### src/design/smx_pkg.sv
// Constants, register map and state types for the speaker mixer control.
// Assumes one 40 MHz clock and a synchronous active-high reset.
package smx_pkg;

  // ----------------------------------------------------------------
  // Widths
  // ----------------------------------------------------------------
  localparam int unsigned SMX_DW  = 16;
  localparam int unsigned SMX_RW  = 9;
  localparam int unsigned SMX_SUM = 20;

  // ----------------------------------------------------------------
  // Register indices (byte address is four times the index)
  // ----------------------------------------------------------------
  localparam logic [7:0] SMX_IDX_MIX_EN  = 8'h63;
  localparam logic [7:0] SMX_IDX_SEL_L   = 8'h69;
  localparam logic [7:0] SMX_IDX_SEL_R   = 8'h6a;
  localparam logic [7:0] SMX_IDX_VOL_L   = 8'h6b;
  localparam logic [7:0] SMX_IDX_VOL_R   = 8'h6c;
  localparam logic [7:0] SMX_IDX_DAC_ATT = 8'h6d;
  localparam logic [7:0] SMX_IDX_STATUS  = 8'h7f;

  // ----------------------------------------------------------------
  // Field positions
  // ----------------------------------------------------------------
  localparam int unsigned SMX_SEL_SRC_BIT   = 7;
  localparam int unsigned SMX_SEL_LDAC_BIT  = 5;
  localparam int unsigned SMX_SEL_RDAC_BIT  = 4;
  localparam int unsigned SMX_SEL_LMIX_BIT  = 3;
  localparam int unsigned SMX_SEL_RMIX_BIT  = 2;
  localparam int unsigned SMX_SEL_LPIN_BIT  = 1;
  localparam int unsigned SMX_SEL_RPIN_BIT  = 0;
  localparam int unsigned SMX_VOL_MUTE_BIT  = 8;
  localparam int unsigned SMX_VOL_LMIX_BIT  = 7;
  localparam int unsigned SMX_VOL_RMIX_BIT  = 6;
  localparam int unsigned SMX_VOL_LPIN_LSB  = 3;
  localparam int unsigned SMX_VOL_RPIN_LSB  = 0;
  localparam int unsigned SMX_ATT_LEFT_LSB  = 6;
  localparam int unsigned SMX_ATT_RIGHT_LSB = 4;
  localparam int unsigned SMX_EN_LEFT_BIT   = 1;
  localparam int unsigned SMX_EN_RIGHT_BIT  = 0;

  // ----------------------------------------------------------------
  // Reset values and writable masks
  // ----------------------------------------------------------------
  localparam logic [8:0] SMX_SEL_RST  = 9'h000;
  localparam logic [8:0] SMX_VOL_RST  = 9'h13f;
  localparam logic [8:0] SMX_ATT_RST  = 9'h000;
  localparam logic [8:0] SMX_EN_RST   = 9'h000;
  localparam logic [8:0] SMX_SEL_MASK = 9'h0bf;
  localparam logic [8:0] SMX_VOL_MASK = 9'h1ff;
  localparam logic [8:0] SMX_ATT_MASK = 9'h0f0;
  localparam logic [8:0] SMX_EN_MASK  = 9'h003;

  // ----------------------------------------------------------------
  // Bypass gain, Q12: -15 dB to +6 dB in 3 dB steps
  // ----------------------------------------------------------------
  localparam logic [13:0] SMX_PIN_GAIN_Q12 [8] = '{
    14'h02d8, 14'h0405, 14'h05ad, 14'h0805,
    14'h0b54, 14'h1000, 14'h169a, 14'h1fed};
  localparam int unsigned SMX_GAIN_FRAC = 12;

  // ----------------------------------------------------------------
  // State types
  // ----------------------------------------------------------------
  typedef struct packed {
    logic [1:0][8:0] sel;
    logic [1:0][8:0] vol;
    logic [8:0]      dac_att;
    logic [8:0]      mix_en;
    logic [1:0]      clip;
    logic            ack;
    logic [31:0]     rdat;
  } smx_regs_s;

  typedef struct packed {
    logic signed [15:0] mix;
    logic signed [15:0] stage;
    logic               vld;
    logic               clip;
  } smx_chan_s;

endpackage

### src/design/smx_speaker_mixer_top.sv
// Speaker mixer routing control: register bank on classic Wishbone and
// two mixer channels. Assumes sources are samples on clk_i with one strobe.
//
// Function
// - Each mixer sums any combination of its six enabled sources.
// - Volume register bit 8 mutes its mixer; resets to 1, write 0 unmutes.
// - Select bit 7 feeds gain stage from mixer (1) or same-side converter (0).
// - Select bits 5 and 4 enable left and right converter paths; reset 0.
// - Shared attenuation register gives each converter path optional -6dB; reset 0.
// - Select bits 3 and 2 enable left and right input-mixer paths; reset 0.
// - Volume bits 7 and 6 give input-mixer paths -6dB when set; reset 0.
// - Select bits 1 and 0 enable left and right bypass pin paths; reset 0.
// - Bypass gains at 5:3 and 2:0, -15dB to +6dB in 3dB steps; reset 111.
// - Enable register bits 1 and 0 power left and right mixers; reset 0.
`timescale 1ns/1ps
module smx_speaker_mixer_top
  import smx_pkg::*;
(
  // System
  input  wire logic               clk_i,
  input  wire logic               rst_i,
  // Wishbone slave
  input  wire logic               wb_cyc_i,
  input  wire logic               wb_stb_i,
  input  wire logic               wb_we_i,
  input  wire logic        [9:0]  wb_adr_i,
  input  wire logic        [3:0]  wb_sel_i,
  input  wire logic        [31:0] wb_dat_i,
  output logic             [31:0] wb_dat_o,
  output logic                    wb_ack_o,
  // Audio sources
  input  wire logic               sample_valid_i,
  input  wire logic signed [15:0] left_converter_out_i,
  input  wire logic signed [15:0] right_converter_out_i,
  input  wire logic signed [15:0] left_input_mixer_i,
  input  wire logic signed [15:0] right_input_mixer_i,
  input  wire logic signed [15:0] left_bypass_pin_i,
  input  wire logic signed [15:0] right_bypass_pin_i,
  // Audio results
  output logic signed      [15:0] left_out_mixer_o,
  output logic signed      [15:0] right_out_mixer_o,
  output logic signed      [15:0] left_gain_stage_o,
  output logic signed      [15:0] right_gain_stage_o,
  output logic                    sample_valid_o,
  // Analogue controls
  output logic                    left_out_mixer_power_en_o,
  output logic                    right_out_mixer_power_en_o,
  output logic                    left_gain_stage_source_sel_o,
  output logic                    right_gain_stage_source_sel_o
);

  smx_regs_s               s_q;
  smx_regs_s               s_d;
  logic                    req;
  logic                    wr;
  logic              [7:0] idx;
  logic              [8:0] lane;
  logic             [31:0] rd_val;
  logic              [1:0] clip_ev;
  logic              [1:0] vld;
  logic signed [1:0][15:0] mix;
  logic signed [1:0][15:0] stage;
  logic              [1:0] pwr;

  // ----------------------------------------------------------------
  // Bus decode
  // ----------------------------------------------------------------
  // Ack is registered, so a new request is seen only when ack is low
  assign req  = wb_cyc_i & wb_stb_i & ~s_q.ack;
  assign wr   = req & wb_we_i;
  assign idx  = wb_adr_i[9:2];
  assign lane = {wb_sel_i[1], {8{wb_sel_i[0]}}};

  function automatic logic [8:0] merge(input logic [8:0] old, input logic [8:0] mask,
                                       input logic [8:0] ln, input logic [8:0] dat);
    logic [8:0] m;
    m = mask & ln;
    return (old & ~m) | (dat & m);
  endfunction

  // ----------------------------------------------------------------
  // Read mux
  // ----------------------------------------------------------------
  always_comb begin
    rd_val = '0;
    case (idx)
      SMX_IDX_MIX_EN:  rd_val[8:0] = s_q.mix_en & SMX_EN_MASK;
      SMX_IDX_SEL_L:   rd_val[8:0] = s_q.sel[0] & SMX_SEL_MASK;
      SMX_IDX_SEL_R:   rd_val[8:0] = s_q.sel[1] & SMX_SEL_MASK;
      SMX_IDX_VOL_L:   rd_val[8:0] = s_q.vol[0] & SMX_VOL_MASK;
      SMX_IDX_VOL_R:   rd_val[8:0] = s_q.vol[1] & SMX_VOL_MASK;
      SMX_IDX_DAC_ATT: rd_val[8:0] = s_q.dac_att & SMX_ATT_MASK;
      SMX_IDX_STATUS:  rd_val[3:0] = {~s_q.vol[0][SMX_VOL_MUTE_BIT] & pwr[0],
                                      ~s_q.vol[1][SMX_VOL_MUTE_BIT] & pwr[1],
                                      s_q.clip};
      default:         rd_val = '0;
    endcase
  end

  // ----------------------------------------------------------------
  // Register state
  // ----------------------------------------------------------------
  always_comb begin
    s_d     = s_q;
    s_d.ack = req;
    if (req) begin
      s_d.rdat = rd_val;
    end
    if (wr) begin
      case (idx)
        SMX_IDX_MIX_EN: begin
          s_d.mix_en = merge(s_q.mix_en, SMX_EN_MASK, lane, wb_dat_i[8:0]);
        end
        SMX_IDX_SEL_L: begin
          s_d.sel[0] = merge(s_q.sel[0], SMX_SEL_MASK, lane, wb_dat_i[8:0]);
        end
        SMX_IDX_SEL_R: begin
          s_d.sel[1] = merge(s_q.sel[1], SMX_SEL_MASK, lane, wb_dat_i[8:0]);
        end
        SMX_IDX_VOL_L: begin
          s_d.vol[0] = merge(s_q.vol[0], SMX_VOL_MASK, lane, wb_dat_i[8:0]);
        end
        SMX_IDX_VOL_R: begin
          s_d.vol[1] = merge(s_q.vol[1], SMX_VOL_MASK, lane, wb_dat_i[8:0]);
        end
        SMX_IDX_DAC_ATT: begin
          s_d.dac_att = merge(s_q.dac_att, SMX_ATT_MASK, lane, wb_dat_i[8:0]);
        end
        SMX_IDX_STATUS: begin
          // Write one to clear a clip flag
          if (wb_sel_i[0]) begin
            s_d.clip = s_q.clip & ~wb_dat_i[1:0];
          end
        end
        default: begin
          s_d.clip = s_d.clip;
        end
      endcase
    end
    // A clip in the clearing cycle still sets the flag
    s_d.clip = s_d.clip | clip_ev;
  end

  always_ff @(posedge clk_i) begin
    if (rst_i) begin
      s_q         <= '0;
      s_q.sel     <= {SMX_SEL_RST, SMX_SEL_RST};
      s_q.vol     <= {SMX_VOL_RST, SMX_VOL_RST};
      s_q.dac_att <= SMX_ATT_RST;
      s_q.mix_en  <= SMX_EN_RST;
    end else begin
      s_q <= s_d;
    end
  end

  // ----------------------------------------------------------------
  // Mixer channels, index 0 left and 1 right
  // ----------------------------------------------------------------
  assign pwr[0] = s_q.mix_en[SMX_EN_LEFT_BIT];
  assign pwr[1] = s_q.mix_en[SMX_EN_RIGHT_BIT];

  for (genvar g = 0; g < 2; g++) begin : g_chan
    localparam int unsigned ATT_LSB = (g == 0) ? SMX_ATT_LEFT_LSB : SMX_ATT_RIGHT_LSB;
    smx_mix_chan u_chan (
      .clk_i      (clk_i),
      .rst_i      (rst_i),
      .vld_i      (sample_valid_i),
      .ldac_i     (left_converter_out_i),
      .rdac_i     (right_converter_out_i),
      .lmix_i     (left_input_mixer_i),
      .rmix_i     (right_input_mixer_i),
      .lpin_i     (left_bypass_pin_i),
      .rpin_i     (right_bypass_pin_i),
      .direct_i   ((g == 0) ? left_converter_out_i : right_converter_out_i),
      .sel_i      (s_q.sel[g]),
      .vol_i      (s_q.vol[g]),
      .dac_att_i  (s_q.dac_att[ATT_LSB +: 2]),
      .power_en_i (pwr[g]),
      .mix_o      (mix[g]),
      .stage_o    (stage[g]),
      .vld_o      (vld[g]),
      .clip_o     (clip_ev[1 - g])
    );
  end

  // ----------------------------------------------------------------
  // Outputs
  // ----------------------------------------------------------------
  assign wb_ack_o                      = s_q.ack;
  assign wb_dat_o                      = s_q.rdat;
  assign left_out_mixer_o              = mix[0];
  assign right_out_mixer_o             = mix[1];
  assign left_gain_stage_o             = stage[0];
  assign right_gain_stage_o            = stage[1];
  assign sample_valid_o                = vld[0];
  assign left_out_mixer_power_en_o     = pwr[0];
  assign right_out_mixer_power_en_o    = pwr[1];
  assign left_gain_stage_source_sel_o  = s_q.sel[0][SMX_SEL_SRC_BIT];
  assign right_gain_stage_source_sel_o = s_q.sel[1][SMX_SEL_SRC_BIT];

endmodule

### src/design/smx_pin_gain.sv
// Bypass pin gain: scales a sample by the selected 3 dB step.
// Assumes signed 16-bit samples; purely combinational.
`timescale 1ns/1ps
module smx_pin_gain
  import smx_pkg::*;
(
  // Control
  input  wire logic        [2:0]  code_i,
  // Samples
  input  wire logic signed [15:0] smp_i,
  output logic signed      [18:0] smp_o
);

  logic signed [30:0] prod;

  always_comb begin
    prod  = smp_i * $signed({1'b0, SMX_PIN_GAIN_Q12[code_i]});
    smp_o = prod[30:SMX_GAIN_FRAC];
  end

endmodule

### src/design/smx_mix_chan.sv
// One speaker mixer: sums enabled sources, mutes, powers, picks stage source.
// Assumes register fields come straight from the register file, same clock.
`timescale 1ns/1ps
module smx_mix_chan
  import smx_pkg::*;
(
  // System
  input  wire logic               clk_i,
  input  wire logic               rst_i,
  // Sample strobe
  input  wire logic               vld_i,
  // Sources
  input  wire logic signed [15:0] ldac_i,
  input  wire logic signed [15:0] rdac_i,
  input  wire logic signed [15:0] lmix_i,
  input  wire logic signed [15:0] rmix_i,
  input  wire logic signed [15:0] lpin_i,
  input  wire logic signed [15:0] rpin_i,
  input  wire logic signed [15:0] direct_i,
  // Control
  input  wire logic        [8:0]  sel_i,
  input  wire logic        [8:0]  vol_i,
  input  wire logic        [1:0]  dac_att_i,
  input  wire logic               power_en_i,
  // Results
  output logic signed      [15:0] mix_o,
  output logic signed      [15:0] stage_o,
  output logic                    vld_o,
  output logic                    clip_o
);

  smx_chan_s          s_q;
  smx_chan_s          s_d;
  logic signed [18:0] lpin_g;
  logic signed [18:0] rpin_g;
  logic signed [19:0] sum;
  logic signed [15:0] sat;
  logic               ovf;
  logic               live;

  // ----------------------------------------------------------------
  // Source terms
  // ----------------------------------------------------------------
  function automatic logic signed [19:0] term(input logic en, input logic att,
                                              input logic signed [15:0] x);
    logic signed [19:0] v;
    v = {{4{x[15]}}, x};
    if (att) begin
      v = v >>> 1;
    end
    return en ? v : '0;
  endfunction

  smx_pin_gain u_lpin (
    .code_i (vol_i[SMX_VOL_LPIN_LSB +: 3]),
    .smp_i  (lpin_i),
    .smp_o  (lpin_g)
  );

  smx_pin_gain u_rpin (
    .code_i (vol_i[SMX_VOL_RPIN_LSB +: 3]),
    .smp_i  (rpin_i),
    .smp_o  (rpin_g)
  );

  // ----------------------------------------------------------------
  // Mix and saturate
  // ----------------------------------------------------------------
  always_comb begin
    sum = term(sel_i[SMX_SEL_LDAC_BIT], dac_att_i[1], ldac_i)
        + term(sel_i[SMX_SEL_RDAC_BIT], dac_att_i[0], rdac_i)
        + term(sel_i[SMX_SEL_LMIX_BIT], vol_i[SMX_VOL_LMIX_BIT], lmix_i)
        + term(sel_i[SMX_SEL_RMIX_BIT], vol_i[SMX_VOL_RMIX_BIT], rmix_i)
        + (sel_i[SMX_SEL_LPIN_BIT] ? {lpin_g[18], lpin_g} : 20'sh0_0000)
        + (sel_i[SMX_SEL_RPIN_BIT] ? {rpin_g[18], rpin_g} : 20'sh0_0000);
    ovf = (sum > 20'sh0_7fff) || (sum < -20'sh0_8000);
    if (sum > 20'sh0_7fff) begin
      sat = 16'sh7fff;
    end else if (sum < -20'sh0_8000) begin
      sat = -16'sh8000;
    end else begin
      sat = sum[15:0];
    end
    // Unpowered or muted mixer contributes silence
    live = power_en_i & ~vol_i[SMX_VOL_MUTE_BIT];
  end

  // ----------------------------------------------------------------
  // State
  // ----------------------------------------------------------------
  always_comb begin
    s_d      = s_q;
    s_d.vld  = vld_i;
    s_d.clip = 1'b0;
    if (vld_i) begin
      s_d.mix   = live ? sat : '0;
      s_d.stage = sel_i[SMX_SEL_SRC_BIT] ? (live ? sat : 16'sh0000) : direct_i;
      s_d.clip  = live & ovf;
    end
  end

  always_ff @(posedge clk_i) begin
    if (rst_i) begin
      s_q <= '0;
    end else begin
      s_q <= s_d;
    end
  end

  assign mix_o   = s_q.mix;
  assign stage_o = s_q.stage;
  assign vld_o   = s_q.vld;
  assign clip_o  = s_q.clip;

endmodule

### config.mk
export PLATFORM = sky130hd
export DESIGN_NAME = smx_speaker_mixer_top
export DESIGN_NICKNAME = d
export VERILOG_FILES = /design/src/design/smx_pkg.sv /design/src/design/smx_speaker_mixer_top.sv /design/src/design/smx_pin_gain.sv /design/src/design/smx_mix_chan.sv
export SDC_FILE = /design/constraint.sdc
export NUM_CORES = 2
export LEC_CHECK = 0
export BUFFER_PORTS_ARGS = -buffer_cell sky130_fd_sc_hd__buf_2
export CAP_MARGIN = 25
export CORE_MARGIN = 3
export CORE_UTILIZATION = 60
export DETAILED_ROUTE_END_ITERATION = 10
export PLACE_DENSITY = 0.84
export SYNTH_ARGS = -nofsm -noshare
export SYNTH_HDL_FRONTEND = slang
export SYNTH_SLANG_ARGS = --single-unit
### constraint.sdc
create_clock -name clk_i -period 14.9 [get_ports clk_i]
set_input_delay 1.49 -clock clk_i [delete_from_list [all_inputs] [get_ports clk_i]]
set_output_delay 1.49 -clock clk_i [all_outputs]
set_load 0.02 [all_outputs]
==> summary.txt <==
Hold path
  • Hold Crit Endpoint: s_q[33]
  • Min-delay worst type: reg -> reg
  • Hold_sp: g_chan[1].u_chan.clip_o
  • Hold Path Stages: 2

Clock tree
  • Cts repair resizes: 0
  • CTS tree: yes
  • Longest Clk Path Bufs: 2
  • Post-CTS Setup Inserts: 0
  • H-tree depth: 4
  • Total CTS buffers: 17
  • Clock Latency Late Sink: 0.43 ns
  • CTS clk-pin slew, worst paths: 0.07 ns
  • Sink Count: 117
  • Root Buffer: clkbuf_16
  • Hold Buf Count CTS: 0

Floorplanning
  • Die Ht: 276 um
  • Placeable Area: 71900 um^2
  • Total Die Area: 76300 um^2
  • Initial core utilization: 60.9%
  • Row count: 98
  • Die Wd: 276 um
  • I/O pins: 250

Synthesis
  • Share of the synthesized area in the top cell type: 43.2%
  • Dominant cells by area after synthesis: fa_1 (43%), inv_1 (9.9%), ha_1 (9.5%), dfxtp_1 (5.3%), nand2_1 (4.5%)
  • Asr flop ratio synth: 0%
  • Syn Inst Count: 4939
  • Synth warnings: 0
  • Count of state elements after synthesis: 117
  • Post-synthesis sequential area ratio: 5.35%
  • Library cells used by synthesis: 80
  • Yosys top cell by area: fa_1
  • Avg Cell Area, Syn: 8.87 um^2
  • Count of flip-flops with a built-in enable after synthesis: 0
  • Predominant post-synthesis flop cell: dfxtp_1
  • Area of the mapped netlist: 43800 um^2

STA
  • Fin. max-slew vios: 0
  • Final setup fails: 0
  • Final Cycle Share: 85.5%
  • Actual slew at the worst max-slew pin: 1.08 ns
  • Final hold vios: 0
  • Setup tns final: 0 ns
  • RSZ-0062 raised after global routing: no
  • Fin crit period: 12.73 ns
  • Fmax: 0.0785 GHz
  • Setup Skew: 0.0149 ns
  • Max_slew headroom: 27.3%

GRT
  • Vias in the first global route: 37136
  • Remaining global-route overflow: 0
  • Largest net degree at the start of global routing: 81
  • Initial antenna violation count: 12
  • First-pass GRT wire length: 193000 um
  • GRT Total Usage: 31.5%

Detailed routing
  • Final WL: 118000 um
  • Vias per cell: 5.77
  • DR WL/cell: 19.7 um
  • DRT iter0 DRCs: 2710
  • Router iterations before antenna repair: 6
  • Remaining antenna violation count: 0
  • Detailed-route DRC error count: 0
  • DR vias: 34395

Setup path
  • Critical R2R Capture: g_chan[0].u_chan.stage_o[2]
  • Cell repeated most along the worst path: fa_1
  • Arr. time, crit path: 13.06 ns
  • Worst EP required: 15.23 ns
  • FF-to-FF setup slack: 2.35 ns
  • Crit end category: register
  • Slowest library cell on the worst path: fa_1
  • Critical path peak fanout: 24
  • Max stage delay on crit path: 0.82 ns
  • Startpoint Class: input port
  • Critical path class: in -> reg
  • Worst reg2reg path depth: 38
  • CP startpoint: right_bypass_pin_i[15]

Cells and area
  • Nets: 6413
  • Area grow syn2layout: 5.23%
  • Commonest non-fill, non-tap cell in the layout: inv_1
  • Share of cells above drive strength 1: 8.10%
  • Most frequent cells in the layout: inv_1 (1153), fa_1 (944), nand2_1 (526), ha_1 (332), and2_1 (308)

Place
  • HPWL Detailed: 95700 um
  • RePlAce Congestion: 1.01
  • Port Buffers: 199

Outcome
  • Status: completed

Run
  • MaxCap Viol Count: 0
-- cell families after synthesis --
kind of cell | synth area share, %
flops | 5.35
compound gates | 7.40
xor+xnor | 2.10
other cells | 0.00856
mux | 3.96
simple gates | 16.3
fa+ha+maj | 52.6
buf+inv | 12.3
-- critical path: cells and delay by family --
kind	cells	cell delay [ns]
buffers and inverters	6	0.95
adders and majority gates	11	5.70
and+or+nand+nor	8	1.57
xor gates and xnor gates	1	0.22
AOI/OAI and AO/OA	9	3.09
-- how the worst max path moves through the flow --
stage | slack, ns | end
after floorplan | 3.38 | g_chan[0].u_chan.mix_o[7]
after global placement | 2.26 | g_chan[0].u_chan.stage_o[0]
after global routing | 1.58 | g_chan[1].u_chan.mix_o[13]
final | 2.17 | g_chan[0].u_chan.stage_o[2]
after CTS | 2.05 | g_chan[0].u_chan.stage_o[2]
after detailed placement | 1.85 | g_chan[0].u_chan.stage_o[2]
-- per-stage QoR --
| step | cells | setup WS [ns] | utilization (%) | area, um^2 | hold slack, ns |
|---|---|---|---|---|---|
| 3_5_place_dp | 5915 | 1.85 | 63.2 | 45400 | 0.441 |
| 6_report | 5961 | 2.17 | 64.1 | 46100 | 0.467 |
| 3_3_place_gp | 5913 | 2.26 | 63.1 | 45400 | 0.422 |
| 2_1_floorplan | 4961 | 3.38 | - | 43900 | 0.413 |
| 4_1_cts | 5946 | 2.05 | 64.0 | 46000 | 0.455 |
| 5_1_grt | 5958 | 1.58 | 64.1 | 46100 | 0.479 |
-- cells in the mapped netlist, types with 9 or more instances --
| library cell | count |
|---|---|
| inv_1 | 1153 |
| fa_1 | 944 |
| nand2_1 | 526 |
| ha_1 | 332 |
| and2_1 | 308 |
| clkbuf_1 | 198 |
| nor2b_1 | 166 |
| nor2_1 | 138 |
| dfxtp_1 | 117 |
| a21oi_1 | 109 |
| mux2_2 | 98 |
| and3_1 | 83 |
| o21ai_0 | 73 |
| xnor2_1 | 64 |
| mux2i_1 | 63 |
| nand3_1 | 47 |
| a21o_1 | 43 |
| xor2_1 | 38 |
| nand2b_1 | 36 |
| a211oi_1 | 35 |
| buf_4 | 33 |
| o21ai_1 | 29 |
| nor3_1 | 26 |
| o211ai_1 | 21 |
| nand4_1 | 20 |
| a221oi_1 | 17 |
| o21bai_1 | 14 |
| a31oi_1 | 13 |
| o21a_1 | 13 |
| a22o_1 | 11 |
| nor3b_1 | 11 |
| o211a_1 | 11 |
| or3_1 | 10 |
| a22oi_1 | 9 |
| a311oi_1 | 9 |
| buf_1 | 9 |
-- metal layers --
layer | global-route usage (%) | share of wire, % | vias to the layer above
met5 | 0 | 0.024 | -
met3 | 5.95 | 9.9 | 381
met1 | 40.8 | 37 | 17235
met2 | 51.0 | 47 | 1684
met4 | 15.4 | 5.8 | 4
li1 | - | - | 15091
-- cell type report --
cell class | count | area [um^2]
fill | 5764 | 25800
multi-input combinational | 3446 | 36200
timing repair buffer | 253 | 1420
tap | 950 | 1190
inverter | 1154 | 4330
antenna | 10 | 25.0
clock buffer | 18 | 429
sequential | 117 | 2340
clock inverter | 13 | 183
Power is left out: the tool's default activity adds up to more than one toggle a clock period on the data nets, which glitch-free logic cannot reach.
